==> src/cfc_pkg.sv <==
// package: shared constants and helpers for the CAN FIFO control block
`default_nettype none
package cfc_pkg;
  // ==================================================
  // register map (byte addresses)
  localparam logic [7:0] CTRL_OFS = 8'h00;
  localparam logic [7:0] PTR_OFS = 8'h04;
  localparam logic [7:0] IRQ_ST_OFS = 8'h08;
  localparam logic [7:0] IRQ_MSK_OFS = 8'h0C;
  // ==================================================
  // control register fields
  localparam int DEPTH_LSB = 16;
  localparam int DEPTH_W = 5;
  localparam int RESET_BIT = 14;
  localparam int ADV_BIT = 13;
  localparam int PONLY_BIT = 12;
  localparam int DIR_BIT = 7;
  localparam int ABT_BIT = 6;
  localparam int LARB_BIT = 5;
  localparam int TERR_BIT = 4;
  localparam int TX_REQUEST_BIT = 3;
  localparam int RTR_BIT = 2;
  localparam int PRI_LSB = 0;
  localparam logic [31:0] CTRL_RSV_MASK = 32'hFFE0_8F00;
  localparam logic [2:0] CONFIG_MODE = 3'h4;
  // ==================================================
  // pointer status fields
  localparam int TAIL_LSB = 8;
  localparam int CNT_LSB = 16;
  // ==================================================
  // interrupt status bits
  localparam int IRQ_W = 4;
  localparam int IRQ_ABT = 0;
  localparam int IRQ_LARB = 1;
  localparam int IRQ_TERR = 2;
  localparam int IRQ_RST = 3;
  // ==================================================
  // reset values and bus answers
  localparam logic [4:0] DEPTH_RST = 5'h00;
  localparam logic [1:0] PRI_RST = 2'h0;
  localparam logic [3:0] IRQ_RST_VAL = 4'h0;
  localparam logic [1:0] RESP_OKAY = 2'h0;
  localparam logic [1:0] RESP_SLVERR = 2'h2;

  typedef enum logic [1:0] {
    RST_IDLE = 2'b00,
    RST_CLEAR = 2'b01,
    RST_DONE = 2'b10
  } cfc_rst_type;

  function automatic logic [4:0] cfc_wrap_inc(input logic [4:0] p,
                                              input logic [4:0] last);
    return (p == last) ? 5'h00 : 5'(p + 5'h01);
  endfunction
endpackage
`default_nettype wire

==> src/cfc_ptr_if.sv <==
// interface: pointer control between the register side and pointer logic
`timescale 1ns/1ns
`default_nettype none
interface cfc_ptr_if;
  logic clr;
  logic adv_head;
  logic adv_tail;
  logic [4:0] depth;
  logic [4:0] head;
  logic [4:0] tail;
  logic [5:0] count;
  modport ctl (output clr, adv_head, adv_tail, depth,
               input head, tail, count);
  modport ptr (input clr, adv_head, adv_tail, depth,
               output head, tail, count);
endinterface
`default_nettype wire

==> src/cfc_ptr.sv <==
// module: head, tail and occupancy of one message FIFO
`timescale 1ns/1ns
`default_nettype none
module cfc_ptr (
  input wire logic aclk,
  input wire logic aresetn,
  cfc_ptr_if.ptr pif
);
  import cfc_pkg::*;

  logic [4:0] head_q;
  logic [4:0] tail_q;
  logic [5:0] count_q;
  logic full;
  logic push;
  logic pop;

  // ==================================================
  // occupancy
  assign full = (count_q == 6'({1'b0, pif.depth} + 6'h01));
  // overflowing or underflowing advances are dropped, not wrapped
  assign push = pif.adv_head && !full;
  assign pop = pif.adv_tail && (count_q != 6'h00);

  always_ff @(posedge aclk) begin
    if (!aresetn || pif.clr) begin
      head_q <= 5'h00;
    end else if (push) begin
      head_q <= cfc_wrap_inc(head_q, pif.depth);
    end
  end

  always_ff @(posedge aclk) begin
    if (!aresetn || pif.clr) begin
      tail_q <= 5'h00;
    end else if (pop) begin
      tail_q <= cfc_wrap_inc(tail_q, pif.depth);
    end
  end

  always_ff @(posedge aclk) begin
    if (!aresetn || pif.clr) begin
      count_q <= 6'h00;
    end else begin
      count_q <= 6'(count_q + {5'h00, push} - {5'h00, pop});
    end
  end

  assign pif.head = head_q;
  assign pif.tail = tail_q;
  assign pif.count = count_q;
endmodule // cfc_ptr
`default_nettype wire

==> src/cfc_irq.sv <==
// module: sticky interrupt status, mask and level output
`timescale 1ns/1ns
`default_nettype none
module cfc_irq (
  input wire logic aclk,
  input wire logic aresetn,
  input wire logic [cfc_pkg::IRQ_W-1:0] ev,
  input wire logic st_wr,
  input wire logic msk_wr,
  input wire logic [cfc_pkg::IRQ_W-1:0] wd,
  output logic [cfc_pkg::IRQ_W-1:0] st_q,
  output logic [cfc_pkg::IRQ_W-1:0] msk_q,
  output logic irq_q
);
  import cfc_pkg::*;

  // set beats write-one-to-clear so no event is lost
  always_ff @(posedge aclk) begin
    if (!aresetn) begin
      st_q <= IRQ_RST_VAL;
    end else begin
      st_q <= (st_q & ~(st_wr ? wd : IRQ_RST_VAL)) | ev;
    end
  end

  always_ff @(posedge aclk) begin
    if (!aresetn) begin
      msk_q <= IRQ_RST_VAL;
    end else if (msk_wr) begin
      msk_q <= wd;
    end
  end

  always_ff @(posedge aclk) begin
    if (!aresetn) begin
      irq_q <= 1'b0;
    end else begin
      irq_q <= |(st_q & msk_q);
    end
  end
endmodule // cfc_irq
`default_nettype wire

==> src/cfc_fifo_ctl.sv <==
// module: CAN message FIFO control register and status, AXI4-Lite slave
//
// Summary of operation
// - depth field five bits, depth is value+1
// - reset bit resets fifo, hardware clears it
// - tx fifo: advance moves head one message
// - rx fifo: advance moves tail one message
// - rx payload-only stores data, else whole message
// - tx fifo ignores the payload-only control
// - direction one is transmit, zero receive
// - depth, payload-only change only in configuration mode
// - aborted flag: set/clear on finish, fifo reset
// - arbitration, error flags clear on control read
// - unimplemented control bits read as zero
//
// Our own choices: the AXI4-Lite interface to the registers and the address map.
`timescale 1ns/1ns
`default_nettype none
module cfc_fifo_ctl (
  input wire logic aclk,
  input wire logic aresetn,
  input wire logic [7:0] awaddr,
  input wire logic awvalid,
  output logic awready,
  input wire logic [31:0] wdata,
  input wire logic [3:0] wstrb,
  input wire logic wvalid,
  output logic wready,
  output logic [1:0] bresp,
  output logic bvalid,
  input wire logic bready,
  input wire logic [7:0] araddr,
  input wire logic arvalid,
  output logic arready,
  output logic [31:0] rdata,
  output logic [1:0] rresp,
  output logic rvalid,
  input wire logic rready,
  input wire logic [2:0] op_mode,
  input wire logic eng_push,
  input wire logic eng_pop,
  input wire logic tx_done,
  input wire logic tx_abort,
  input wire logic arb_lost,
  input wire logic tx_error,
  output logic [cfc_pkg::DEPTH_W-1:0] fifo_depth,
  output logic direction_select,
  output logic payload_store,
  output logic tx_request,
  output logic remote_frame_auto_reply,
  output logic [1:0] tx_priority,
  output logic [4:0] fifo_head,
  output logic [4:0] fifo_tail,
  output logic [5:0] fifo_count,
  output logic irq
);
  import cfc_pkg::*;

  logic awready_q;
  logic wready_q;
  logic bvalid_q;
  logic [1:0] bresp_q;
  logic arready_q;
  logic rvalid_q;
  logic [31:0] rdata_q;
  logic [1:0] rresp_q;
  logic [7:0] awaddr_q;
  logic [31:0] wdata_q;
  logic [3:0] wstrb_q;
  logic rsel_ctrl_q;
  logic [4:0] depth_q;
  logic ponly_q;
  logic dir_q;
  logic abt_q;
  logic larb_q;
  logic terr_q;
  logic tx_request_q;
  logic rtr_q;
  logic [1:0] pri_q;
  logic adv_q;
  logic store_q;
  cfc_rst_type rst_st_q;
  logic wr_en;
  logic wr_ctrl;
  logic wr_st;
  logic wr_msk;
  logic wr_hit;
  logic rd_take;
  logic rd_ctrl;
  logic rd_hit;
  logic cfg_ok;
  logic [31:0] ctrl_rd;
  logic [31:0] rd_word;
  logic [IRQ_W-1:0] ev;
  logic [IRQ_W-1:0] irq_st;
  logic [IRQ_W-1:0] irq_msk;
  logic irq_q;

  cfc_ptr_if pif ();

  // ==================================================
  // AXI4-Lite write channels
  // address and data are latched in either order; the write acts once both
  // are held and the previous response is gone
  assign wr_en = !awready_q && !wready_q && !bvalid_q;
  assign wr_ctrl = wr_en && (awaddr_q == CTRL_OFS);
  assign wr_st = wr_en && (awaddr_q == IRQ_ST_OFS);
  assign wr_msk = wr_en && (awaddr_q == IRQ_MSK_OFS);
  assign wr_hit = wr_ctrl || wr_st || wr_msk || (awaddr_q == PTR_OFS);

  always_ff @(posedge aclk) begin
    if (!aresetn) begin
      awready_q <= 1'b1;
      awaddr_q <= 8'h00;
    end else if (awvalid && awready_q) begin
      awready_q <= 1'b0;
      awaddr_q <= awaddr;
    end else if (bvalid_q && bready) begin
      awready_q <= 1'b1;
    end
  end

  always_ff @(posedge aclk) begin
    if (!aresetn) begin
      wready_q <= 1'b1;
      wdata_q <= 32'h0000_0000;
      wstrb_q <= 4'h0;
    end else if (wvalid && wready_q) begin
      wready_q <= 1'b0;
      wdata_q <= wdata;
      wstrb_q <= wstrb;
    end else if (bvalid_q && bready) begin
      wready_q <= 1'b1;
    end
  end

  always_ff @(posedge aclk) begin
    if (!aresetn) begin
      bvalid_q <= 1'b0;
      bresp_q <= RESP_OKAY;
    end else if (wr_en) begin
      bvalid_q <= 1'b1;
      bresp_q <= wr_hit ? RESP_OKAY : RESP_SLVERR;
    end else if (bready) begin
      bvalid_q <= 1'b0;
    end
  end

  // ==================================================
  // AXI4-Lite read channels
  assign rd_take = arvalid && arready_q;
  assign rd_ctrl = rd_take && (araddr == CTRL_OFS);
  assign rd_hit = (araddr == CTRL_OFS) || (araddr == PTR_OFS) ||
                  (araddr == IRQ_ST_OFS) || (araddr == IRQ_MSK_OFS);

  always_comb begin
    ctrl_rd = 32'h0000_0000;
    ctrl_rd[DEPTH_LSB +: DEPTH_W] = depth_q;
    ctrl_rd[RESET_BIT] = (rst_st_q != RST_IDLE);
    ctrl_rd[ADV_BIT] = adv_q;
    ctrl_rd[PONLY_BIT] = ponly_q;
    ctrl_rd[DIR_BIT] = dir_q;
    ctrl_rd[ABT_BIT] = abt_q;
    ctrl_rd[LARB_BIT] = larb_q;
    ctrl_rd[TERR_BIT] = terr_q;
    ctrl_rd[TX_REQUEST_BIT] = tx_request_q;
    ctrl_rd[RTR_BIT] = rtr_q;
    ctrl_rd[PRI_LSB +: 2] = pri_q;
  end

  always_comb begin
    rd_word = 32'h0000_0000;
    case (araddr)
      CTRL_OFS: rd_word = ctrl_rd;
      PTR_OFS: begin
        rd_word[4:0] = pif.head;
        rd_word[TAIL_LSB +: 5] = pif.tail;
        rd_word[CNT_LSB +: 6] = pif.count;
      end
      IRQ_ST_OFS: rd_word[IRQ_W-1:0] = irq_st;
      IRQ_MSK_OFS: rd_word[IRQ_W-1:0] = irq_msk;
      default: rd_word = 32'h0000_0000;
    endcase
  end

  always_ff @(posedge aclk) begin
    if (!aresetn) begin
      arready_q <= 1'b1;
      rvalid_q <= 1'b0;
      rdata_q <= 32'h0000_0000;
      rresp_q <= RESP_OKAY;
      rsel_ctrl_q <= 1'b0;
    end else if (rd_take) begin
      arready_q <= 1'b0;
      rvalid_q <= 1'b1;
      rdata_q <= rd_word;
      rresp_q <= rd_hit ? RESP_OKAY : RESP_SLVERR;
      rsel_ctrl_q <= (araddr == CTRL_OFS);
    end else if (rvalid_q && rready) begin
      arready_q <= 1'b1;
      rvalid_q <= 1'b0;
    end
  end

  // ==================================================
  // configuration fields
  assign cfg_ok = (op_mode == CONFIG_MODE);

  always_ff @(posedge aclk) begin
    if (!aresetn) begin
      depth_q <= DEPTH_RST;
    end else if (wr_ctrl && cfg_ok && wstrb_q[2]) begin
      depth_q <= wdata_q[DEPTH_LSB +: DEPTH_W];
    end
  end

  always_ff @(posedge aclk) begin
    if (!aresetn) begin
      ponly_q <= 1'b0;
    end else if (wr_ctrl && cfg_ok && wstrb_q[1]) begin
      ponly_q <= wdata_q[PONLY_BIT];
    end
  end

  always_ff @(posedge aclk) begin
    if (!aresetn) begin
      dir_q <= 1'b0;
      rtr_q <= 1'b0;
      pri_q <= PRI_RST;
    end else if (wr_ctrl && wstrb_q[0]) begin
      dir_q <= wdata_q[DIR_BIT];
      rtr_q <= wdata_q[RTR_BIT];
      pri_q <= wdata_q[PRI_LSB +: 2];
    end
  end

  // a new request from software wins over the engine finishing the old one
  always_ff @(posedge aclk) begin
    if (!aresetn) begin
      tx_request_q <= 1'b0;
    end else if (wr_ctrl && wstrb_q[0]) begin
      tx_request_q <= wdata_q[TX_REQUEST_BIT];
    end else if (tx_done || tx_abort) begin
      tx_request_q <= 1'b0;
    end
  end

  always_ff @(posedge aclk) begin
    if (!aresetn) begin
      store_q <= 1'b0;
    end else begin
      store_q <= !dir_q && ponly_q;
    end
  end

  // ==================================================
  // fifo reset sequence
  // set, reset, then self-clear
  always_ff @(posedge aclk) begin
    if (!aresetn) begin
      rst_st_q <= RST_IDLE;
    end else begin
      case (rst_st_q)
        RST_IDLE: begin
          if (wr_ctrl && wstrb_q[1] && wdata_q[RESET_BIT]) begin
            rst_st_q <= RST_CLEAR;
          end
        end
        RST_CLEAR: rst_st_q <= RST_DONE;
        RST_DONE: rst_st_q <= RST_IDLE;
        default: rst_st_q <= RST_IDLE;
      endcase
    end
  end

  // ==================================================
  // pointer advance
  // self-clearing: reads back as one only in the cycle it acts
  always_ff @(posedge aclk) begin
    if (!aresetn) begin
      adv_q <= 1'b0;
    end else begin
      adv_q <= wr_ctrl && wstrb_q[1] && wdata_q[ADV_BIT];
    end
  end

  assign pif.clr = (rst_st_q == RST_CLEAR);
  assign pif.depth = depth_q;
  assign pif.adv_head = dir_q ? adv_q : eng_push;
  assign pif.adv_tail = dir_q ? eng_pop : adv_q;

  cfc_ptr u_ptr (
    .aclk(aclk),
    .aresetn(aresetn),
    .pif(pif)
  );

  // ==================================================
  // transmit status flags
  // abort status
  always_ff @(posedge aclk) begin
    if (!aresetn || pif.clr) begin
      abt_q <= 1'b0;
    end else if (tx_abort) begin
      abt_q <= 1'b1;
    end else if (tx_done) begin
      abt_q <= 1'b0;
    end
  end

  always_ff @(posedge aclk) begin
    if (!aresetn || pif.clr) begin
      larb_q <= 1'b0;
      terr_q <= 1'b0;
    end else begin
      larb_q <= arb_lost || (larb_q && !rd_ctrl);
      terr_q <= tx_error || (terr_q && !rd_ctrl);
    end
  end

  // ==================================================
  // interrupts
  assign ev[IRQ_ABT] = tx_abort;
  assign ev[IRQ_LARB] = arb_lost;
  assign ev[IRQ_TERR] = tx_error;
  assign ev[IRQ_RST] = (rst_st_q == RST_DONE);

  cfc_irq u_irq (
    .aclk(aclk),
    .aresetn(aresetn),
    .ev(ev),
    .st_wr(wr_st && wstrb_q[0]),
    .msk_wr(wr_msk && wstrb_q[0]),
    .wd(wdata_q[IRQ_W-1:0]),
    .st_q(irq_st),
    .msk_q(irq_msk),
    .irq_q(irq_q)
  );

  // ==================================================
  // outputs
  assign awready = awready_q;
  assign wready = wready_q;
  assign bvalid = bvalid_q;
  assign bresp = bresp_q;
  assign arready = arready_q;
  assign rvalid = rvalid_q;
  assign rdata = rdata_q;
  assign rresp = rresp_q;
  assign fifo_depth = depth_q;
  assign direction_select = dir_q;
  assign payload_store = store_q;
  assign tx_request = tx_request_q;
  assign remote_frame_auto_reply = rtr_q;
  assign tx_priority = pri_q;
  assign fifo_head = pif.head;
  assign fifo_tail = pif.tail;
  assign fifo_count = pif.count;
  assign irq = irq_q;
endmodule // cfc_fifo_ctl
`default_nettype wire

==> config.mk <==
export PLATFORM = sky130hd
export DESIGN_NAME = cfc_fifo_ctl
export DESIGN_NICKNAME = d
export VERILOG_FILES = /design/src/cfc_pkg.sv /design/src/cfc_ptr_if.sv /design/src/cfc_ptr.sv /design/src/cfc_irq.sv /design/src/cfc_fifo_ctl.sv
export SDC_FILE = /design/constraint.sdc
export NUM_CORES = 1
export LEC_CHECK = 0
export ABC_CLOCK_PERIOD_IN_PS = 2870
export BUFFER_PORTS_ARGS = -buffer_cell sky130_fd_sc_hd__buf_2
export CORE_UTILIZATION = 51
export CTS_CLUSTER_DIAMETER = 30
export DETAILED_ROUTE_END_ITERATION = 12
export PLACE_DENSITY_LB_ADDON = 0.3
export SYNTH_ARGS = -nofsm -noshare
export SYNTH_HDL_FRONTEND = slang
export SYNTH_SLANG_ARGS = --single-unit
==> constraint.sdc <==
create_clock -name aclk -period 2.87 [get_ports aclk]
set_input_delay 0.1435 -clock aclk [delete_from_list [all_inputs] [get_ports aclk]]
set_output_delay 0.1435 -clock aclk [all_outputs]
set_load 0.005 [all_outputs]
Yosys cells after proc, flatten, opt, wreduce, memory -nomap -nowiden
Cells that the tools add are included.
{"block": "totals", "word_cells": 133, "output_inout_bits": 69, "reg_bits": 106}
{"block": "classes", "n_mux": 28, "bitwise": 4, "add_sub_neg": 5, "eq_ne": 13, "n_reduce_logical": 54}
{"operator": "8-bit by 4-bit equality test with 1-bit output (second input constant)", "count": 4}
{"operator": "1-bit logical AND", "count": 25}
{"operator": "8-bit by 3-bit equality test with 1-bit output (second input constant)", "count": 2}
{"operator": "8-bit logical NOT", "count": 2}
{"operator": "4-bit one-hot mux with 4 select lines", "count": 1}
{"operator": "1-bit two-way mux", "count": 15}
{"operator": "2-bit nonzero test", "count": 7}
{"operator": "6-bit one-hot mux with 2 select lines", "count": 1}
{"operator": "5-bit by 1-bit adder with 5-bit output (second input constant)", "count": 2}
{"operator": "5-bit equality test", "count": 2}
{"operator": "1-bit logical OR", "count": 10}
{"operator": "5-bit two-way mux", "count": 2}
{"operator": "5-bit one-hot mux with 2 select lines", "count": 1}
{"operator": "4-bit AND", "count": 2}
{"operator": "2-bit two-way mux", "count": 4}
{"operator": "1-bit logical NOT", "count": 7}
{"operator": "5-bit by 1-bit adder with 6-bit output (second input constant)", "count": 1}
{"operator": "6-bit by 1-bit adder with 6-bit output", "count": 1}
{"operator": "6-bit equality test", "count": 1}
{"operator": "6-bit nonzero test", "count": 1}
{"operator": "6-bit by 1-bit subtractor with 6-bit output", "count": 1}
{"operator": "4-bit two-way mux", "count": 1}
{"operator": "4-bit inverter", "count": 1}
{"operator": "4-bit bitwise OR", "count": 1}
{"operator": "9 further kinds", "count": 9}

Logic depth before layout (Yosys ltp)
{"block": "logic_depth", "word_depth": 9, "ltp_mapped": 12, "ltp_nobuf": 12}

Cells and area by module
A second synthesis with hierarchy kept.
{"block": "hier_totals", "hier_cells": 472, "hier_area_um2": 4458.0}
{"module": "cfc_fifo_ctl", "n_inst": 1, "area_per_inst_um2": 2951.6, "cells_each": 309, "seq_area_each_um2": 1401.3}
{"module": "cfc_ptr", "n_inst": 1, "area_per_inst_um2": 1167.4, "cells_each": 134, "seq_area_each_um2": 320.3}
{"module": "cfc_irq", "n_inst": 1, "area_per_inst_um2": 339.1, "cells_each": 29, "seq_area_each_um2": 180.2}

Worst setup path before layout
Ideal clock, no wire load.
{"block": "synth_timing", "kind": "reg2reg", "start": "register depth_q[0] (netlist: fifo_depth[0])", "end": "register u_ptr.count_q[4] (netlist: u_ptr.pif.count[4])", "arrival_time_ps": 2493, "required_time_ps": 2756, "path_stages_with_launch": 13, "path_slack_ps": 263, "setup_ps": 114, "path_cell_list": "dfxtp_1 -> ha_1 -> nor2b_1 -> or4b_1 -> nand3_2 -> a41oi_4 -> ha_1 -> fa_1 -> a21oi_1 -> nor2_1 -> nor2_1 -> xor2_1 -> nor2_1"}
{"block": "synth_between", "elab_chain_cells": 6}
{"element": "start, declared", "line": "cfc_fifo_ctl.sv:71", "text": "logic [4:0] depth_q;"}
{"element": "start signal, assigned", "line": "cfc_fifo_ctl.sv:213", "text": "depth_q <= wdata_q[DEPTH_LSB +: DEPTH_W];"}
{"element": "5-bit by 1-bit adder with 6-bit output", "line": "cfc_ptr.sv:20", "text": "assign full = (count_q == 6'({1'b0, pif.depth} + 6'h01));"}
{"element": "6-bit equality test", "line": "cfc_ptr.sv:20"}
{"element": "1-bit logical NOT", "line": "cfc_ptr.sv:22", "text": "assign push = pif.adv_head && !full;"}
{"element": "1-bit logical AND", "line": "cfc_ptr.sv:22"}
{"element": "named net u_ptr.push", "line": "cfc_ptr.sv:15", "text": "logic push;"}
{"element": "6-bit by 1-bit adder with 6-bit output", "line": "cfc_ptr.sv:45", "text": "count_q <= 6'(count_q + {5'h00, push} - {5'h00, pop});"}
{"element": "6-bit by 1-bit subtractor with 6-bit output", "line": "cfc_ptr.sv:45"}
{"element": "end signal, assigned", "line": "cfc_ptr.sv:45"}
{"element": "end, declared", "line": "cfc_ptr.sv:13", "text": "logic [5:0] count_q;"}
The timed path passes the listed nets, and every way through them passes these cells.
A chain may end at the register's enable or synchronous reset.

Final worst setup path
Same ends and word-level chain as after synthesis.

==> flow_metrics.env <==
export IMPL_async_flop_share_pct=0
export IMPL_netlist_area_um2=4343
export IMPL_drc=0
export IMPL_layout_min_cycle_time_ns=2.704
export IMPL_core_area_um2=8217
export IMPL_synth_seq_cells=95
export IMPL_critPathKind="reg2reg"
export IMPL_crit_required_ns=3.09
export IMPL_drv_cap=0
export IMPL_min_path_type="in2reg"
export IMPL_die_area_um2=8889
export IMPL_reg2reg_depth=12
export IMPL_wirelength_um=9431
export IMPL_synth_top_area_cell="dfxtp_1"
export IMPL_vias=3560
export IMPL_post_synth_main_area_contributors="dfxtp_1 (44%), nand2_1 (5.8%), nor2b_1 (5.8%), a21boi_1 (4.7%), mux2i_1 (3.9%)"
export IMPL_yosys_warnings=0
export IMPL_ys_types=51
export IMPL_diodes=0
export IMPL_drt_initial_drc_count=194
export IMPL_grt_first_pass_wirelength_um=14940
export IMPL_synth_main_ff_cell="dfxtp_1"
export IMPL_core_rowCount=33
export IMPL_status="finished, final reports clean"
export IMPL_antenna_found_initial=0
export IMPL_crit_arrival_ns=2.92
export IMPL_max_slew_margin_pct=51.57
export IMPL_hold_viol=0
export IMPL_post_cts_buffers=0
export IMPL_p_comb_share_pct=18.0
export IMPL_r2r_slack_ns=0.17
export IMPL_total_power_mw=2.813
export IMPL_p_leak_nw=2.281
export IMPL_syn_inst=462
export IMPL_ir_drop_uv=283.2
export IMPL_drtPass1Iterations=4
export IMPL_hpwl_um=7161
export IMPL_nets=643
export IMPL_cts_root_buffer="clkbuf_8"
export IMPL_startpoint_type="flop"
export IMPL_tns_ns=0
export IMPL_clkTransAtPathRegs_ns=0.09
export IMPL_clkSinkCount=95
export IMPL_cts_made_buffers=9
export IMPL_fmax_mhz=369.8
export IMPL_wl_met1_um=4267
export IMPL_clk_latency_ns=0.35
export IMPL_p_int_mw=2.025
export IMPL_grt_max_degree=54
export IMPL_die_height_um=94.28
export IMPL_p_seq_share_pct=51.5
export IMPL_dr_wl_met3_um=520
export IMPL_seq_area_frac_synth_pct=43.79
export IMPL_post_synth_cell_area_avg_um2=9.400
export IMPL_cp_max_fo=3
export IMPL_nFillCells=736
export IMPL_viasPerCell=5.290
export IMPL_slew_violations=0
export IMPL_start_util_pct=52.86
export IMPL_setup_viol=0
export IMPL_netlist_area_leader_share_pct=43.79
export IMPL_clockPowerShare_pct=30.4
export IMPL_period_share_pct=94.21
export IMPL_area_delta_synth_final_pct=17.80
export IMPL_synth_most_common_cell="dfxtp_1"
export IMPL_r2r_start="fifo_depth[0]"
export IMPL_drtAntennaViolNets=0
export IMPL_wl_met2_um=4400
export IMPL_drive_gt1_share_pct=26.06
export IMPL_track_usage_pct=21.76
export IMPL_overflow=0
export IMPL_yosys_top_cells_count="dfxtp_1 (95), nand2_1 (67), nor2b_1 (40)"
export IMPL_synth_edf_count=0
export IMPL_rsz0062_at_grt="no"
export IMPL_worst_pin_slew_ns=0.7265
export IMPL_dieWidth_um=94.28
export IMPL_avgRoutedWirePerCell_um=14.01
export IMPL_cp_end_kind="flop"
export IMPL_clockBufferDepth=2
export IMPL_power_density_nw_per_um2=549.8
export IMPL_io_buffers=103
export IMPL_cp_endpoint="u_ptr.pif.count[4]"
export IMPL_cts_tree="done"
export IMPL_netSwitchingPower_mw=0.7876
export IMPL_h_tree_depth=3
export IMPL_grt_pass1_vias=3207
export IMPL_finClkSkew_ns=0.01110
export IMPL_r2r_end="u_ptr.pif.count[4]"
export IMPL_switching_share_pct=28.00
export IMPL_crit_start="fifo_depth[0]"
export IMPL_gp_congestion=0.8786
export IMPL_top_layer_used="met4"
export IMPL_io_pins=137
timing repair:
item | CTS | global route
hold buffers | 0 | 0
gates resized for setup | 0 | 1
setup endpoints to repair | 0 | 1
power by group through the flow:
stage | Combinational (mW) | Clock, mW | Sequential [mW]
after floorplan | 0.376 | 0 | 1.46
after global placement | 0.481 | 0 | 1.48
after detailed placement | 0.501 | 0 | 1.48
after CTS | 0.504 | 0.872 | 1.45
after global routing | 0.566 | 0.928 | 1.46
final | 0.507 | 0.856 | 1.45
routing by layer:
metal  vias to the layer above  GRT usage (%)
met5                         -              0
met4                         0          10.90
met3                        20          3.964
met2                       117          34.30
met1                      1657          28.38
li1                       1766              -
how the worst min path moves through the flow:
stage | start | endpoint | slack (ns) | cells past startpoint
6_report | awaddr[0] | awaddr_q[0] | 0.02 | 3
5_1_grt | wdata[7] | wdata_q[7] | 0.01 | 3
4_1_cts | awaddr[7] | awaddr_q[7] | 0.01 | 3
3_5_place_dp | wdata[18] | wdata_q[18] | 0.39 | 3
3_3_place_gp | awaddr[4] | awaddr_q[4] | 0.38 | 3
2_1_floorplan | tx_abort | abt_q | 0.26 | 2
sequential cells by signal, summed over array words and instances, names as in the netlist, 2 cells and up:
name,flops
rdata,21
wdata_q,13
awaddr_q,8
u_ptr.pif.count,6
fifo_depth,5
u_ptr.pif.head,5
u_ptr.pif.tail,5
u_irq.msk_q,4
u_irq.st_q,4
wstrb_q,3
rst_st_q,2
tx_priority,2
through the flow:
stage	cell area [µm²]	setup slack, ns	hold slack, ns	std cells	util (%)
2_1_floorplan	4388	0.2628	0.2609	474	-
3_3_place_gp	4925	0.2411	0.3835	657	59.94
3_5_place_dp	4925	0.1739	0.3907	657	59.94
4_1_cts	5112	0.1619	0.01008	673	62.22
5_1_grt	5116	0.02129	0.01018	673	62.27
6_report	5116	0.1661	0.01523	673	62.27
cells by family (layout without fill, tap and decap cells):
logic type                 after synthesis  count (layout)  synth area share [%]
muxes                                   21              21                 5.993
AOI/OAI and AO/OA                       83              83                 15.10
xor gates and xnor gates                24              24                 4.840
DFF                                     95              95                 43.79
and+or+nand+nor                        172             172                 20.20
other                                    1              13               0.08635
buffers and inverters                   54             148                 6.367
adders and majority gates               12              12                 3.630
cell usage in the layout (no fill, tap or decap), types with 4 or more instances in the layout:
cell and instances:
nand4_1 5, o21ai_1 5, ha_1 11, nand3_1 6, buf_4 12, a222oi_1 7, nor2b_1 40, and2_1 4
mux2i_1 17, clkbuf_8 9, mux4_2 4, xnor2_1 12, nor3_1 5, nand2_1 67, a21boi_1 27, a21oi_1 11
nor2_1 22, conb_1 13, buf_2 103, nor3b_1 4, a22oi_1 16, dfxtp_1 95, xor2_1 12, and3_1 4
inv_1 14
worst max-delay path: stages (launching register included):
cell	delay, ns
dfxtp_1	0.32
ha_1	0.20
nor2b_1	0.14
or4b_1	0.52
nand3_2	0.11
a41oi_4	0.10
ha_1	0.26
fa_1	0.42
a21oi_2	0.13
nor2_1	0.05
nor2_1	0.11
xor2_1	0.15
nor2_1	0.05
cell type report:
type / instances / area, µm² / area share, %
multi-input cells: 325 / 2226 / 43.51
flip-flops and latches: 95 / 1902 / 37.17
inverters: 17 / 63.81 / 1.247
well taps: 105 / 131.4 / 2.568
clock inverters: 5 / 56.30 / 1.101
clock buffers: 11 / 131.4 / 2.568
repair buffers: 115 / 605.6 / 11.84
No activity file was read; power rests on OpenSTA's default activity.
